**src/rtl/seq_params.svh**
```systemverilog
// constants for the receiver restart logic and the mode sequencer
// assumes a 10 MHz pclk and an APB master with 32-bit data
//
// Behaviour
// - keep-oscillator restart when frequency untouched
// - relock restart after correction or frequency change
// - restart request ignored unless mode ready
// - auto-restart 00 means no automatic restart
// - auto-restart 01 waits empty FIFO, then delay
// - auto-restart 10 adds synthesizer lock delay
// - collision enable restarts on signal jump
// - collision threshold compared in 1 dB steps
// - start from sleep/standby, remember initial mode
// - stop bit forces sequencer off at once
// - sequencer only in FSK/OOK modulation
// - low-power to off restores initial mode
// - idle holds standby/sleep, leaves on timer one
// - transmit state transmitter on, receive receiver on
// - packet state keeps receiver on, packet held
// - low-power selection is transitory: off or idle
// - any of three timeouts is receive timeout
// - start transition field selects first state
// - low-power choice 0 off, 1 idle
// - timer tick from two-bit resolution times coefficient
`ifndef SEQ_PARAMS_SVH
`define SEQ_PARAMS_SVH

`define OFS_OP_MODE 8'h00
`define OFS_RX_CONFIG 8'h04
`define OFS_SYNC_CONFIG 8'h08
`define OFS_SEQ_CONFIG1 8'h0c
`define OFS_SEQ_CONFIG2 8'h10
`define OFS_TIMER_RES 8'h14
`define OFS_TIMER1_COEF 8'h18
`define OFS_TIMER2_COEF 8'h1c
`define OFS_STATUS 8'h20

// op mode
`define OPM_LONG_RANGE 7
// receiver config
`define RXC_COLL_EN 7
`define RXC_KEEP_LO 6
`define RXC_RELOCK_LO 5
`define RXC_AFC_EN 4
`define RXC_THR_LSB 8
// sync config
`define SYC_AUTO_LSB 0
`define SYC_DELAY_LSB 8
// sequencer config one
`define SQ1_START 7
`define SQ1_STOP 6
`define SQ1_IDLE_SEL 5
`define SQ1_FROM_START_LSB 3
`define SQ1_LOW_POWER 2
`define SQ1_FROM_IDLE 1
`define SQ1_FROM_TX 0
// sequencer config two
`define SQ2_FROM_RX_LSB 0
`define SQ2_FROM_RXTO_LSB 3
`define SQ2_FROM_PKT_LSB 5

`define OP_MODE_RESET 3'h1
`define CLK_PERIOD_NS 100
`define TICK_64US_NS 64000
`define TICK_4MS_US 4100
`define TICK_262MS_MS 262
`define TICK_64US_CYC (`TICK_64US_NS / `CLK_PERIOD_NS)
`define TICK_4MS_CYC (`TICK_4MS_US * 1000 / `CLK_PERIOD_NS)
`define TICK_262MS_CYC (`TICK_262MS_MS * 1000000 / `CLK_PERIOD_NS)
// extra lock wait in 64 us ticks
`define LOCK_EXTRA_TICKS 9'h010

`endif

```
**src/rtl/seq_pkg.sv**
```systemverilog
// types for the restart logic and the mode sequencer
// assumes the constants of seq_params.svh
package seq_pkg;

  typedef enum logic [7:0] {
    SEQ_OFF = 8'h01,
    SEQ_IDLE = 8'h02,
    SEQ_TX = 8'h04,
    SEQ_RX = 8'h08,
    SEQ_PKT = 8'h10,
    SEQ_LPSEL = 8'h20,
    SEQ_RXTO = 8'h40,
    SEQ_WAIT_FIFO = 8'h80
  } seq_state_t;

  typedef enum logic [2:0] {
    MODE_SLEEP = 3'h0,
    MODE_STDBY = 3'h1,
    MODE_FSTX = 3'h2,
    MODE_TX = 3'h3,
    MODE_FSRX = 3'h4,
    MODE_RX = 3'h5
  } chip_mode_t;

endpackage : seq_pkg

```
**src/rtl/seq_tick_gen.sv**
```systemverilog
// periodic one-cycle enable pulse every PERIOD pclk cycles
// assumes PERIOD below 2^22
`timescale 1ns/1ps
module seq_tick_gen #(
  parameter int unsigned PERIOD = 640
) (
  input wire logic pclk,
  input wire logic presetn,
  output logic tick
);
  localparam logic [21:0] LAST = 22'(PERIOD - 1);
  logic [21:0] cnt_reg;

  always_ff @(posedge pclk or negedge presetn) begin
    if (!presetn) begin
      cnt_reg <= 22'h000000;
      tick <= 1'b0;
    end else begin
      tick <= (cnt_reg == LAST);
      cnt_reg <= (cnt_reg == LAST) ? 22'h000000 : cnt_reg + 22'h000001;
    end
  end
endmodule : seq_tick_gen

```
**src/rtl/seq_timer.sv**
```systemverilog
// one sequencer timer: fires after coef ticks of the selected resolution
// assumes tick is a one-cycle enable from a shared divider
`timescale 1ns/1ps
module seq_timer (
  input wire logic pclk,
  input wire logic presetn,
  input wire logic tick,
  input wire logic [1:0] res,
  input wire logic [7:0] coef,
  input wire logic start,
  input wire logic abort,
  output logic fire
);
  logic run_reg;
  logic [7:0] cnt_reg;

  always_ff @(posedge pclk or negedge presetn) begin
    if (!presetn) begin
      run_reg <= 1'b0;
      cnt_reg <= 8'h00;
      fire <= 1'b0;
    end else begin
      fire <= 1'b0;
      if (abort) begin
        run_reg <= 1'b0;
      end else if (start) begin
        // resolution 00 leaves the timer disabled
        run_reg <= (res != 2'h0);
        cnt_reg <= 8'h00;
      end else if (run_reg && tick) begin
        // coefficient 0 behaves as 1, never an endless wait
        if (cnt_reg + 8'h01 >= coef) begin
          fire <= 1'b1;
          run_reg <= 1'b0;
        end else begin
          cnt_reg <= cnt_reg + 8'h01;
        end
      end
    end
  end
endmodule : seq_timer

```
**src/rtl/rx_restart_and_mode_sequencer.sv**
```systemverilog
// receiver restart control and top level mode sequencer with APB registers
// assumes event inputs come from logic on pclk, one-cycle pulses
`timescale 1ns/1ps
`include "seq_params.svh"
module rx_restart_and_mode_sequencer #(
  parameter int unsigned TICK_4MS_CYCLES = `TICK_4MS_CYC,
  parameter int unsigned TICK_262MS_CYCLES = `TICK_262MS_CYC
) (
  input wire logic pclk,
  input wire logic presetn,
  input wire logic [7:0] paddr,
  input wire logic psel,
  input wire logic penable,
  input wire logic pwrite,
  input wire logic [31:0] pwdata,
  output logic [31:0] prdata,
  output logic pready,
  output logic pslverr,
  input wire logic mode_ready_flag,
  input wire logic payload_ready_event,
  input wire logic fifo_empty,
  input wire logic fifo_level_event,
  input wire logic packet_sent_event,
  input wire logic crc_ok_event,
  input wire logic rssi_event,
  input wire logic sync_match_event,
  input wire logic preamble_event,
  input wire logic timeout_signal_level,
  input wire logic timeout_preamble,
  input wire logic timeout_sync_word,
  input wire logic rssi_valid,
  input wire logic [7:0] rssi_strength,
  output logic [2:0] chip_mode,
  output logic long_range_sel,
  output logic rx_restart_keep,
  output logic rx_restart_relock,
  output logic seq_running
);
  seq_pkg::seq_state_t state_reg;
  seq_pkg::seq_state_t state_next;

  logic afc_en_reg, coll_en_reg, idle_sel_reg, low_power_choice, from_idle_reg, from_tx_reg;
  logic [7:0] coll_thr_reg, ipd_reg, t1_coef_reg, t2_coef_reg, base_reg;
  logic [1:0] auto_sel_reg, from_start_reg, from_rxto_reg, t1_res_reg, t2_res_reg;
  logic [2:0] from_rx_reg, from_pkt_reg, init_mode_reg;
  logic armed_reg, delay_run_reg;
  logic [8:0] delay_cnt_reg;
  logic tick_64us, tick_4ms, tick_262ms, t1_fire, t2_fire;

  function automatic logic pick_tick(input logic [1:0] res, input logic a, input logic b,
                                     input logic c);
    unique case (res)
      2'h1: pick_tick = a;
      2'h2: pick_tick = b;
      2'h3: pick_tick = c;
      default: pick_tick = 1'b0;
    endcase
  endfunction : pick_tick

  // apb: one wait-free access, answer in the first access cycle
  logic access, wr, hit;
  assign access = psel && penable && pready;
  assign wr = access && pwrite;
  assign hit = (paddr <= `OFS_STATUS) && (paddr[1:0] == 2'h0);

  function automatic logic wr_at(input logic w, input logic [7:0] a, input logic [7:0] ofs);
    wr_at = w && (a == ofs);
  endfunction : wr_at

  logic wr_op, wr_rxc, wr_sq1;
  assign wr_op = wr_at(wr, paddr, `OFS_OP_MODE);
  assign wr_rxc = wr_at(wr, paddr, `OFS_RX_CONFIG);
  assign wr_sq1 = wr_at(wr, paddr, `OFS_SEQ_CONFIG1);

  logic start_wr, stop_wr, start_ok, start_acc;
  assign start_wr = wr_sq1 && pwdata[`SQ1_START];
  // stop takes priority if a host ever sets both
  assign stop_wr = wr_sq1 && pwdata[`SQ1_STOP];
  assign start_ok = !long_range_sel &&
      (chip_mode == seq_pkg::MODE_SLEEP || chip_mode == seq_pkg::MODE_STDBY);
  assign start_acc = (state_reg == seq_pkg::SEQ_OFF) && start_wr && !stop_wr && start_ok;

  always_ff @(posedge pclk or negedge presetn) begin
    if (!presetn) begin
      pready <= 1'b0;
      pslverr <= 1'b0;
      prdata <= 32'h00000000;
    end else begin
      pready <= psel && !penable;
      pslverr <= psel && !penable && !hit;
      prdata <= 32'h00000000;
      if (psel && !penable && !pwrite) begin
        unique case (paddr)
          `OFS_OP_MODE: prdata <= {24'h000000, long_range_sel, 4'h0, chip_mode};
          `OFS_RX_CONFIG: prdata <= {16'h0000, coll_thr_reg, coll_en_reg, 2'h0,
                                     afc_en_reg, 4'h0};
          `OFS_SYNC_CONFIG: prdata <= {16'h0000, ipd_reg, 6'h00, auto_sel_reg};
          `OFS_SEQ_CONFIG1: prdata <= {24'h000000, 2'h0, idle_sel_reg, from_start_reg,
                                       low_power_choice, from_idle_reg, from_tx_reg};
          `OFS_SEQ_CONFIG2: prdata <= {24'h000000, from_pkt_reg, from_rxto_reg, from_rx_reg};
          `OFS_TIMER_RES: prdata <= {28'h0000000, t2_res_reg, t1_res_reg};
          `OFS_TIMER1_COEF: prdata <= {24'h000000, t1_coef_reg};
          `OFS_TIMER2_COEF: prdata <= {24'h000000, t2_coef_reg};
          `OFS_STATUS: prdata <= {16'h0000, state_reg, 4'h0, armed_reg, delay_run_reg,
                                  mode_ready_flag, seq_running};
          default: prdata <= 32'h00000000;
        endcase
      end
    end
  end

  // configuration; trigger bits are not stored and read back 0
  always_ff @(posedge pclk or negedge presetn) begin
    if (!presetn) begin
      long_range_sel <= 1'b0;
      {coll_en_reg, afc_en_reg, coll_thr_reg} <= {2'h0, 8'h00};
      {auto_sel_reg, ipd_reg} <= {2'h0, 8'h00};
      {idle_sel_reg, from_start_reg, low_power_choice, from_idle_reg, from_tx_reg} <= 6'h00;
      {from_pkt_reg, from_rxto_reg, from_rx_reg} <= 8'h00;
      {t2_res_reg, t1_res_reg, t1_coef_reg, t2_coef_reg} <= {4'h0, 8'h00, 8'h00};
    end else begin
      if (wr_op && state_reg == seq_pkg::SEQ_OFF) begin
        long_range_sel <= pwdata[`OPM_LONG_RANGE];
      end
      if (wr_rxc) begin
        coll_en_reg <= pwdata[`RXC_COLL_EN];
        afc_en_reg <= pwdata[`RXC_AFC_EN];
        coll_thr_reg <= pwdata[`RXC_THR_LSB +: 8];
      end
      if (wr_at(wr, paddr, `OFS_SYNC_CONFIG)) begin
        auto_sel_reg <= pwdata[`SYC_AUTO_LSB +: 2];
        ipd_reg <= pwdata[`SYC_DELAY_LSB +: 8];
      end
      if (wr_sq1) begin
        idle_sel_reg <= pwdata[`SQ1_IDLE_SEL];
        from_start_reg <= pwdata[`SQ1_FROM_START_LSB +: 2];
        low_power_choice <= pwdata[`SQ1_LOW_POWER];
        from_idle_reg <= pwdata[`SQ1_FROM_IDLE];
        from_tx_reg <= pwdata[`SQ1_FROM_TX];
      end
      if (wr_at(wr, paddr, `OFS_SEQ_CONFIG2)) begin
        from_rx_reg <= pwdata[`SQ2_FROM_RX_LSB +: 3];
        from_rxto_reg <= pwdata[`SQ2_FROM_RXTO_LSB +: 2];
        from_pkt_reg <= pwdata[`SQ2_FROM_PKT_LSB +: 3];
      end
      if (wr_at(wr, paddr, `OFS_TIMER_RES)) begin
        {t2_res_reg, t1_res_reg} <= pwdata[3:0];
      end
      if (wr_at(wr, paddr, `OFS_TIMER1_COEF)) begin
        t1_coef_reg <= pwdata[7:0];
      end
      if (wr_at(wr, paddr, `OFS_TIMER2_COEF)) begin
        t2_coef_reg <= pwdata[7:0];
      end
    end
  end

  seq_tick_gen #(.PERIOD(`TICK_64US_CYC)) u_tick_64us (
    .pclk(pclk), .presetn(presetn), .tick(tick_64us));
  seq_tick_gen #(.PERIOD(TICK_4MS_CYCLES)) u_tick_4ms (
    .pclk(pclk), .presetn(presetn), .tick(tick_4ms));
  seq_tick_gen #(.PERIOD(TICK_262MS_CYCLES)) u_tick_262ms (
    .pclk(pclk), .presetn(presetn), .tick(tick_262ms));

  // timers cycle regardless of state, but stop with the sequencer
  logic timers_abort;
  assign timers_abort = (state_reg == seq_pkg::SEQ_OFF) && !start_acc;

  seq_timer u_timer1 (
    .pclk(pclk), .presetn(presetn),
    .tick(pick_tick(t1_res_reg, tick_64us, tick_4ms, tick_262ms)),
    .res(t1_res_reg), .coef(t1_coef_reg), .start(start_acc || t2_fire),
    .abort(timers_abort), .fire(t1_fire));
  seq_timer u_timer2 (
    .pclk(pclk), .presetn(presetn),
    .tick(pick_tick(t2_res_reg, tick_64us, tick_4ms, tick_262ms)),
    .res(t2_res_reg), .coef(t2_coef_reg), .start(t1_fire),
    .abort(timers_abort), .fire(t2_fire));

  logic rx_timeout;
  assign rx_timeout = timeout_signal_level || timeout_preamble || timeout_sync_word;

  always_comb begin
    state_next = state_reg;
    if (stop_wr || (long_range_sel && state_reg != seq_pkg::SEQ_OFF)) begin
      state_next = seq_pkg::SEQ_OFF;
    end else begin
      unique case (state_reg)
        seq_pkg::SEQ_OFF: if (start_acc) begin
          unique case (pwdata[`SQ1_FROM_START_LSB +: 2])
            2'h0: state_next = seq_pkg::SEQ_LPSEL;
            2'h1: state_next = seq_pkg::SEQ_RX;
            2'h2: state_next = seq_pkg::SEQ_TX;
            default: state_next = seq_pkg::SEQ_WAIT_FIFO;
          endcase
        end
        seq_pkg::SEQ_WAIT_FIFO: if (fifo_level_event) begin
          state_next = seq_pkg::SEQ_TX;
        end
        seq_pkg::SEQ_IDLE: if (t1_fire) begin
          state_next = from_idle_reg ? seq_pkg::SEQ_RX : seq_pkg::SEQ_TX;
        end
        seq_pkg::SEQ_TX: if (packet_sent_event) begin
          state_next = from_tx_reg ? seq_pkg::SEQ_RX : seq_pkg::SEQ_LPSEL;
        end
        seq_pkg::SEQ_RX: begin
          if (t2_fire) begin
            state_next = seq_pkg::SEQ_LPSEL;
          end else if (rx_timeout) begin
            state_next = seq_pkg::SEQ_RXTO;
          end else begin
            unique case (from_rx_reg)
              3'h1: if (payload_ready_event) state_next = seq_pkg::SEQ_PKT;
              3'h2: if (payload_ready_event) state_next = seq_pkg::SEQ_LPSEL;
              3'h3: begin
                if (crc_ok_event) state_next = seq_pkg::SEQ_PKT;
                else if (payload_ready_event) state_next = seq_pkg::SEQ_RXTO;
              end
              3'h4: if (rssi_event) state_next = seq_pkg::SEQ_OFF;
              3'h5: if (sync_match_event) state_next = seq_pkg::SEQ_OFF;
              3'h6: if (preamble_event) state_next = seq_pkg::SEQ_OFF;
              default: state_next = seq_pkg::SEQ_RX;
            endcase
          end
        end
        seq_pkg::SEQ_RXTO: begin
          unique case (from_rxto_reg)
            2'h0: state_next = seq_pkg::SEQ_RX;
            2'h1: state_next = seq_pkg::SEQ_TX;
            2'h2: state_next = seq_pkg::SEQ_LPSEL;
            default: state_next = seq_pkg::SEQ_OFF;
          endcase
        end
        seq_pkg::SEQ_PKT: begin
          unique case (from_pkt_reg)
            3'h1: if (fifo_empty) state_next = seq_pkg::SEQ_TX;
            3'h2: state_next = seq_pkg::SEQ_LPSEL;
            3'h3, 3'h4: state_next = seq_pkg::SEQ_RX;
            default: state_next = seq_pkg::SEQ_OFF;
          endcase
        end
        seq_pkg::SEQ_LPSEL:
          state_next = low_power_choice ? seq_pkg::SEQ_IDLE : seq_pkg::SEQ_OFF;
        default: state_next = seq_pkg::SEQ_OFF;
      endcase
    end
  end

  always_ff @(posedge pclk or negedge presetn) begin
    if (!presetn) begin
      state_reg <= seq_pkg::SEQ_OFF;
      seq_running <= 1'b0;
    end else begin
      state_reg <= state_next;
      seq_running <= (state_next != seq_pkg::SEQ_OFF);
    end
  end

  // chip mode: host writes only while off, sequencer owns it otherwise
  always_ff @(posedge pclk or negedge presetn) begin
    if (!presetn) begin
      chip_mode <= `OP_MODE_RESET;
      init_mode_reg <= `OP_MODE_RESET;
    end else begin
      if (start_acc) begin
        init_mode_reg <= chip_mode;
      end
      unique case (state_next)
        seq_pkg::SEQ_IDLE: chip_mode <= idle_sel_reg ? seq_pkg::MODE_SLEEP
                                                     : seq_pkg::MODE_STDBY;
        seq_pkg::SEQ_TX: chip_mode <= seq_pkg::MODE_TX;
        seq_pkg::SEQ_RX, seq_pkg::SEQ_PKT: chip_mode <= seq_pkg::MODE_RX;
        seq_pkg::SEQ_OFF: begin
          if (state_reg == seq_pkg::SEQ_LPSEL) begin
            chip_mode <= init_mode_reg;
          end else if (wr_op && state_reg == seq_pkg::SEQ_OFF) begin
            chip_mode <= pwdata[2:0];
          end
        end
        default: chip_mode <= chip_mode;
      endcase
    end
  end

  // restart requests; relock when frequency may have moved
  logic in_rx, man_keep, man_relock, coll_hit, auto_done, rxto_restart, pkt_relock;
  assign in_rx = (chip_mode == seq_pkg::MODE_RX);
  assign man_keep = wr_rxc && pwdata[`RXC_KEEP_LO] && mode_ready_flag && in_rx;
  assign man_relock = wr_rxc && pwdata[`RXC_RELOCK_LO] && mode_ready_flag && in_rx;
  // 9-bit sum so a high baseline cannot wrap into a false hit
  assign coll_hit = coll_en_reg && in_rx && rssi_valid &&
      ({1'b0, rssi_strength} > ({1'b0, base_reg} + {1'b0, coll_thr_reg}));
  assign auto_done = delay_run_reg && tick_64us && (delay_cnt_reg == 9'h000);
  assign rxto_restart = (state_reg == seq_pkg::SEQ_RXTO) && (state_next == seq_pkg::SEQ_RX);
  assign pkt_relock = (state_reg == seq_pkg::SEQ_PKT) && (state_next == seq_pkg::SEQ_RX) &&
      (from_pkt_reg == 3'h3);

  always_ff @(posedge pclk or negedge presetn) begin
    if (!presetn) begin
      base_reg <= 8'h00;
    end else if (rssi_valid) begin
      base_reg <= rssi_strength;
    end
  end

  // auto restart: arm on payload ready, wait for empty FIFO, then delay
  always_ff @(posedge pclk or negedge presetn) begin
    if (!presetn) begin
      armed_reg <= 1'b0;
      delay_run_reg <= 1'b0;
      delay_cnt_reg <= 9'h000;
    end else begin
      if (auto_done) begin
        delay_run_reg <= 1'b0;
      end else if (delay_run_reg && tick_64us) begin
        delay_cnt_reg <= delay_cnt_reg - 9'h001;
      end
      // a fresh load wins over the end of a running delay
      if (payload_ready_event && in_rx && auto_sel_reg != 2'h0) begin
        armed_reg <= 1'b1;
      end else if (armed_reg && fifo_empty) begin
        armed_reg <= 1'b0;
        delay_run_reg <= 1'b1;
        delay_cnt_reg <= {1'b0, ipd_reg} +
            ((auto_sel_reg == 2'h2) ? `LOCK_EXTRA_TICKS : 9'h000);
      end
    end
  end

  always_ff @(posedge pclk or negedge presetn) begin
    if (!presetn) begin
      rx_restart_keep <= 1'b0;
      rx_restart_relock <= 1'b0;
    end else begin
      rx_restart_keep <= man_keep || coll_hit || rxto_restart ||
          (auto_done && auto_sel_reg == 2'h1);
      rx_restart_relock <= man_relock || pkt_relock || (auto_done && auto_sel_reg == 2'h2);
    end
  end
endmodule : rx_restart_and_mode_sequencer

```
**config.mk**
```make
export PLATFORM = sky130hd
export DESIGN_NAME = rx_restart_and_mode_sequencer
export DESIGN_NICKNAME = d
export VERILOG_FILES = /design/src/rtl/seq_pkg.sv /design/src/rtl/seq_tick_gen.sv /design/src/rtl/seq_timer.sv /design/src/rtl/rx_restart_and_mode_sequencer.sv
export VERILOG_INCLUDE_DIRS = /design/src /design/src/rtl
export SDC_FILE = /design/constraint.sdc
export NUM_CORES = 1
export LEC_CHECK = 0
export ABC_AREA = 1
export BUFFER_PORTS_ARGS = -buffer_cell sky130_fd_sc_hd__buf_2
export CAP_MARGIN = 20
export CORE_ASPECT_RATIO = 0.6
export CORE_UTILIZATION = 60
export DETAILED_ROUTE_END_ITERATION = 16
export GPL_TIMING_DRIVEN = 0
export HOLD_SLACK_MARGIN = 0.15
export PLACE_DENSITY = 0.84
export SETUP_SLACK_MARGIN = 0.5
export SYNTH_ARGS = -nofsm -noshare
export SYNTH_HDL_FRONTEND = slang
export SYNTH_SLANG_ARGS = --single-unit
```
**constraint.sdc**
```tcl
create_clock -name pclk -period 3 [get_ports pclk]
set_input_delay 0.6 -clock pclk [delete_from_list [all_inputs] [get_ports pclk]]
set_output_delay 0.6 -clock pclk [all_outputs]
set_load 0.005 [all_outputs]
```
* Yosys cells after proc, flatten, opt, wreduce, memory -nomap -nowiden
Index checks and enable logic that the tools add are counted.
Storage, ports and cells: word-level logic and storage cells 260, memories 0, bits in read-only memories 0, bits in latches 0, input bits 66, register bits 214, memory bits (writable) 0, output and inout port bits 41
Operators by class: multiplexer cells 66, $mul 0, bitwise operators 1, divide/modulo/power cells 0, add/sub/neg operators 8, reduce and logical (&&, ||, !) cells 85, equal/unequal tests 53, magnitude comparators 4, shift operators 0
Operator list (count):
- 8-bit two-way mux | 21
- 16-bit one-hot mux with 9 select lines | 1
- 22-bit by 1-bit adder with 22-bit output (second input constant) | 3
- 22-bit two-way mux | 3
- 8-bit one-hot mux with 8 select lines | 1
- 8-bit by 5-bit equality test with 1-bit output (second input constant) | 6
- 8-bit one-hot mux with 3 select lines | 2
- 8-bit one-hot mux with 6 select lines | 1
- 1-bit logical AND | 45
- 9-bit two-way mux | 4
- 8-bit by 4-bit equality test with 1-bit output (second input constant) | 4
- 8-bit by 3-bit equality test with 1-bit output (second input constant) | 3
- 22-bit by 10-bit equality test with 1-bit output (second input constant) | 1
- 22-bit by 16-bit equality test with 1-bit output (second input constant) | 1
- 22-bit equality test (second input constant) | 1
- 1-bit two-way mux | 22
- 6-bit one-hot mux with 3 select lines | 1
- 8-bit by 1-bit adder with 8-bit output (second input constant) | 2
- 8-bit by 1-bit equality test with 1-bit output (second input constant) | 2
- 8-bit by 2-bit equality test with 1-bit output (second input constant) | 2
- 8-bit by 6-bit equality test with 1-bit output (second input constant) | 2
- 8-bit greater-or-equal comparator | 2
- 16-bit two-way mux | 1
- 8-bit by 1-bit inequality test with 1-bit output (second input constant) | 2
- other kinds (35) | 84

* Logic depth before layout (Yosys ltp)
word-level depth 16, gate-level depth with buffers 16, depth with buffers taken out 16

* Modules after synthesis
Synthesis repeated with hierarchy kept, for this count alone.
Second synthesis, totals: cells, all modules 1659, area, all modules 12375.6 um^2
Modules (own cells, without submodules):
- rx_restart_and_mode_sequencer | area each 6605.1 um^2, cells each 864, times used 1, seq. area each 2731.4 um^2
- seq_timer | area each 844.6 um^2, cells each 122, times used 2, seq. area each 250.2 um^2
- seq_tick_gen at u_tick_262ms | area each 1388.8 um^2, cells each 188, times used 1, seq. area each 575.6 um^2
- seq_tick_gen at u_tick_4ms | area each 1355.0 um^2, cells each 190, times used 1, seq. area each 575.6 um^2
- seq_tick_gen at u_tick_64us | area each 1337.5 um^2, cells each 173, times used 1, seq. area each 575.6 um^2

* Worst setup path before layout
OpenSTA, ideal clock, no wires.
kind flip-flop to flip-flop, from register u_timer2.cnt_reg[0], to register u_timer2.cnt_reg[3], period minus slack after synthesis 2.447 ns, data required time 2.878 ns, buffers on the path 0, cell stages (with the launch flop) 13, arrival 2.325 ns, slack 0.553 ns, library setup time 0.122 ns, cell sequence dfrtp_1 -> nand3_1 -> nor3b_1 -> nand2_1 -> xor2_1 -> inv_1 -> ha_1 -> a21oi_1 -> o21a_1 -> nand3_1 -> nor2_1 -> o21ai_1 -> a32o_1
On the way: word-level cells in the longest chain between the ends 4, elaborated cells between the ends (all ways) 7, classes of those cells 1 x add/sub; 1 x order compare; 1 x eq/ne; 3 x mux; 1 x reduce/logical
Ends and longest elaborated chain:
- start: declaration | line seq_timer.sv:15 | logic [7:0] cnt_reg;
- start signal: assignment | line seq_timer.sv:36 | cnt_reg <= cnt_reg + 8'h01;
- 8-bit by 1-bit adder with 8-bit output (*) | line seq_timer.sv:32, seq_timer.sv:36
- 8-bit greater-or-equal comparator / 8-bit two-way mux (equally long branches) | line seq_timer.sv:32 | if (cnt_reg + 8'h01 >= coef) begin
- 2-bit inequality test (no line) / 8-bit two-way mux (equally long branches)
- 3-bit AND reduction (no line) / 8-bit two-way mux (equally long branches)
Every way passes the cells marked *; elsewhere a longest branch is shown, timed or not. The select of a mux whose other input is x is not followed. A chain may end at the register's enable or synchronous reset.

* Final worst setup path
from register u_timer1.cnt_reg[1], to register u_timer1.cnt_reg[5]
On the way: word-level cells in the longest chain between the ends 4, elaborated cells between the ends (all ways) 7, classes of those cells 1 x add/sub; 1 x order compare; 1 x eq/ne; 3 x mux; 1 x reduce/logical
Ends and longest elaborated chain (line):
- start: declaration | seq_timer.sv:15
- start signal: assignment | seq_timer.sv:36
- 8-bit by 1-bit adder with 8-bit output (*) | seq_timer.sv:32, seq_timer.sv:36
- 8-bit greater-or-equal comparator / 8-bit two-way mux (equally long branches) | seq_timer.sv:32
- 2-bit by 1-bit inequality test with 1-bit output (no line) / 8-bit two-way mux (equally long branches)
- 3-bit AND reduction (no line) / 8-bit two-way mux (equally long branches)
Marked as above.

==> results.ini <==
[critical_path]
crit_chain=nand3_2 -> nand3b_1 -> nand3b_1 -> xor2_1 -> inv_1 -> ha_4 -> nand2_4 -> nor2_4 -> nand4_1 -> o2111ai_4 -> nand2_2 -> nand3_4 -> buf_6 -> nand2_2 -> o31ai_2
cp_top_family=simple AND/OR/NAND/NOR gates
slowest_delay_ns=0.45
cp_max_fo=7
crit_path_end_kind=flip-flop
startpoint_type=flip-flop
rrSetupSlack_ns=0.27
cp_slowest_cell=dfrtp_1
path_buf_inv=2
crit_arrival_ns=3.08
critPathRequiredTime_ns=3.36
crit_type=reg2reg

[global_route]
track_usage_pct=34.80
grt_pass1_wl_um=49660
grt_max_degree=122
grt_pass1_vias=9294
grt_overflow=0
antenna_found_initial=1

[placed_design]
hpwl_um=23580
numPortBuffers=74
gp_congestion=0.9939
dp_slack_ns=0.04476
place_inst=1714

[layout]
areaGrowthSynthToFinish_pct=16.50
layoutNonFillerInstCount=1771
drive_above_1_share_pct=17.37
n_antenna_cell=0
num-nets-final=1626

[die]
ios=107
die_area_um2=19190
die-height_um=107.7
rows=38
core_um2=18160
initial_core_util_pct=61.53
die_w_um=178.2

[pwr]
p_leak_nw=6.434
powerDensity_nw_per_um2=414.4
power.total_mw=5.395
ir_drop_mv=0.3530

[drt]
first_pass_iters=6
drtAntennaViolNets=0
vias_per_cell=5.762
drcViolationCount=0
vias=10204
totalWireLength_um=32710
initialDrtViolationCount=1357
post_drt_wl_per_cell_um=18.47

[clock_tree]
worstSkewPairLatency_ns=0.45
clockBufferDepth=2
htree_levels=4
cts_buffers=17
cts.sinks=198
clkTransAtPathRegs_ns=0.08
tritoncts=built
cts_root_buf=clkbuf_16

[logic_synthesis]
yosys.area.top_type_share_pct=43.67
syn_inst=1384
ys_top_cells_by_count=nand2_1 (297), inv_1 (201), dfrtp_1 (195)
avgSynthCellArea_um2=8.074
synth_flop_cell=dfrtp_1
async_reset_ff_share_pct=100.0
synth_cell_types=59
ys_warn_count=0
ys_seq_area_share_pct=44.37
syn-cell-area_um2=11170
ys_seq_elements=198
synth.most_common_cell=nand2_1
yosysTopAreaCell=dfrtp_1
synth_area_leaders=dfrtp_1 (44%), nand2_1 (10%), inv_1 (6.8%), nor2_1 (4.7%), ha_1 (4.5%)
synth_edf_count=0

[flow_run]
maxCapViolations=0

[timing]
tightest_slew_ns=0.8853
rsz0062_at_grt=true
min_period_ns=2.726
skew_ns=0.01070
slew_headroom_pct=40.52
slew_violations=0
setup_viol=0
fmax_ghz=0.3669
fin_ws_ns=0.2742
period_share_pct=90.86
hold_viol=0

[worst_hold_path]
hold_class=in2async

[run_status]
status=finished, final reports clean

-- stage by stage --
step / hold WS (ns) / setup TNS [ns] / utilization (%) / cell area, µm²
floorplan: 0.3044 / 0 / - / 11230
global placement: 0.4463 / -380.61 / 65.53 / 11900
detailed placement: 0.4598 / 0 / 65.73 / 11940
CTS: 0.1517 / 0 / 70.00 / 12710
global route: 0.1672 / 0 / 71.68 / 13020
finish: 0.1299 / 0 / 71.68 / 13020
-- what timing repair did --
item,CTS,global route
cloned,1,0
pin swaps,14,26
hold buffers,0,0
endpoints found under the setup margin,17,29
setup buffers,12,13
resized for setup,25,51
-- routing by layer --
metal | track usage [%] | routed length [µm] | part of all wire (%)
met1 | 53.37 | 14800 | 45
met2 | 46.41 | 13060 | 40
met3 | 11.83 | 4347 | 13
met4 | 7.990 | 486 | 1.5
met5 | 0 | 19 | 0.058
-- final cells by class --
| type | count | area [µm²] |
|---|---|---|
| inverters | 212 | 795.8 |
| clock inverters | 11 | 117.6 |
| multi-input cells | 959 | 5572 |
| fillers | 1361 | 5144 |
| repair buffers | 101 | 614.3 |
| well taps | 240 | 300.3 |
| clock buffers | 20 | 466.7 |
| flip-flops and latches | 198 | 4960 |
| plain buffers | 30 | 192.7 |
-- cell families (layout without fill, tap and decap cells) --
kind of cell	Yosys count	count (layout)	share of synthesized area (%)
compound gates	194	194	10.23
xor+xnor	71	71	5.565
fa+ha+maj	41	41	4.658
buf+inv	242	374	8.834
flops	198	198	44.37
mux	7	7	0.7054
other cells	1	16	0.03356
simple gates	630	630	25.60
-- power breakdown --
part	switching, mW	total, mW	internal, mW
clock network	1.12	2.34	1.23
registers	0.0239	2.72	2.70
logic	0.209	0.330	0.121
-- placed cells by master, fill, tap and decap left out, drive strengths merged, types with 2 or more instances in the layout --
master and n:
o22ai 11, conb 16, o31ai 5, o21bai 3
nor3 32, nor2 153, a32o 4, o21a 2
xnor2 18, a21oi 36, buf 122, dfstp 3
clkbuf 29, a221oi 3, and2 3, nand3 81
nor4 12, ha 40, a31oi 7, xor2 53
o221ai 3, dfrtp 195, or2 5, nand2 304
inv 214, nand3b 5, o211ai 8, o21ai 99
mux2 7, a41oi 4, nand4 27, a211oi 3
nor3b 6, clkinv 8
-- worst paths after layout --
kind,cells past startpoint,to,from
setup reg to reg,15,u_timer1.cnt_reg[5],u_timer1.cnt_reg[1]
min in group pclk,2,pready,penable
setup / recovery,15,u_timer1.cnt_reg[5],u_timer1.cnt_reg[1]
max in group asynchronous,2,chip_mode[1],presetn
hold reg to reg,1,u_tick_262ms.cnt_reg[0],u_tick_262ms.cnt_reg[0]
hold / removal,1,u_tick_262ms.cnt_reg[4],presetn
Note: power is estimated with default switching activity, not from simulation.
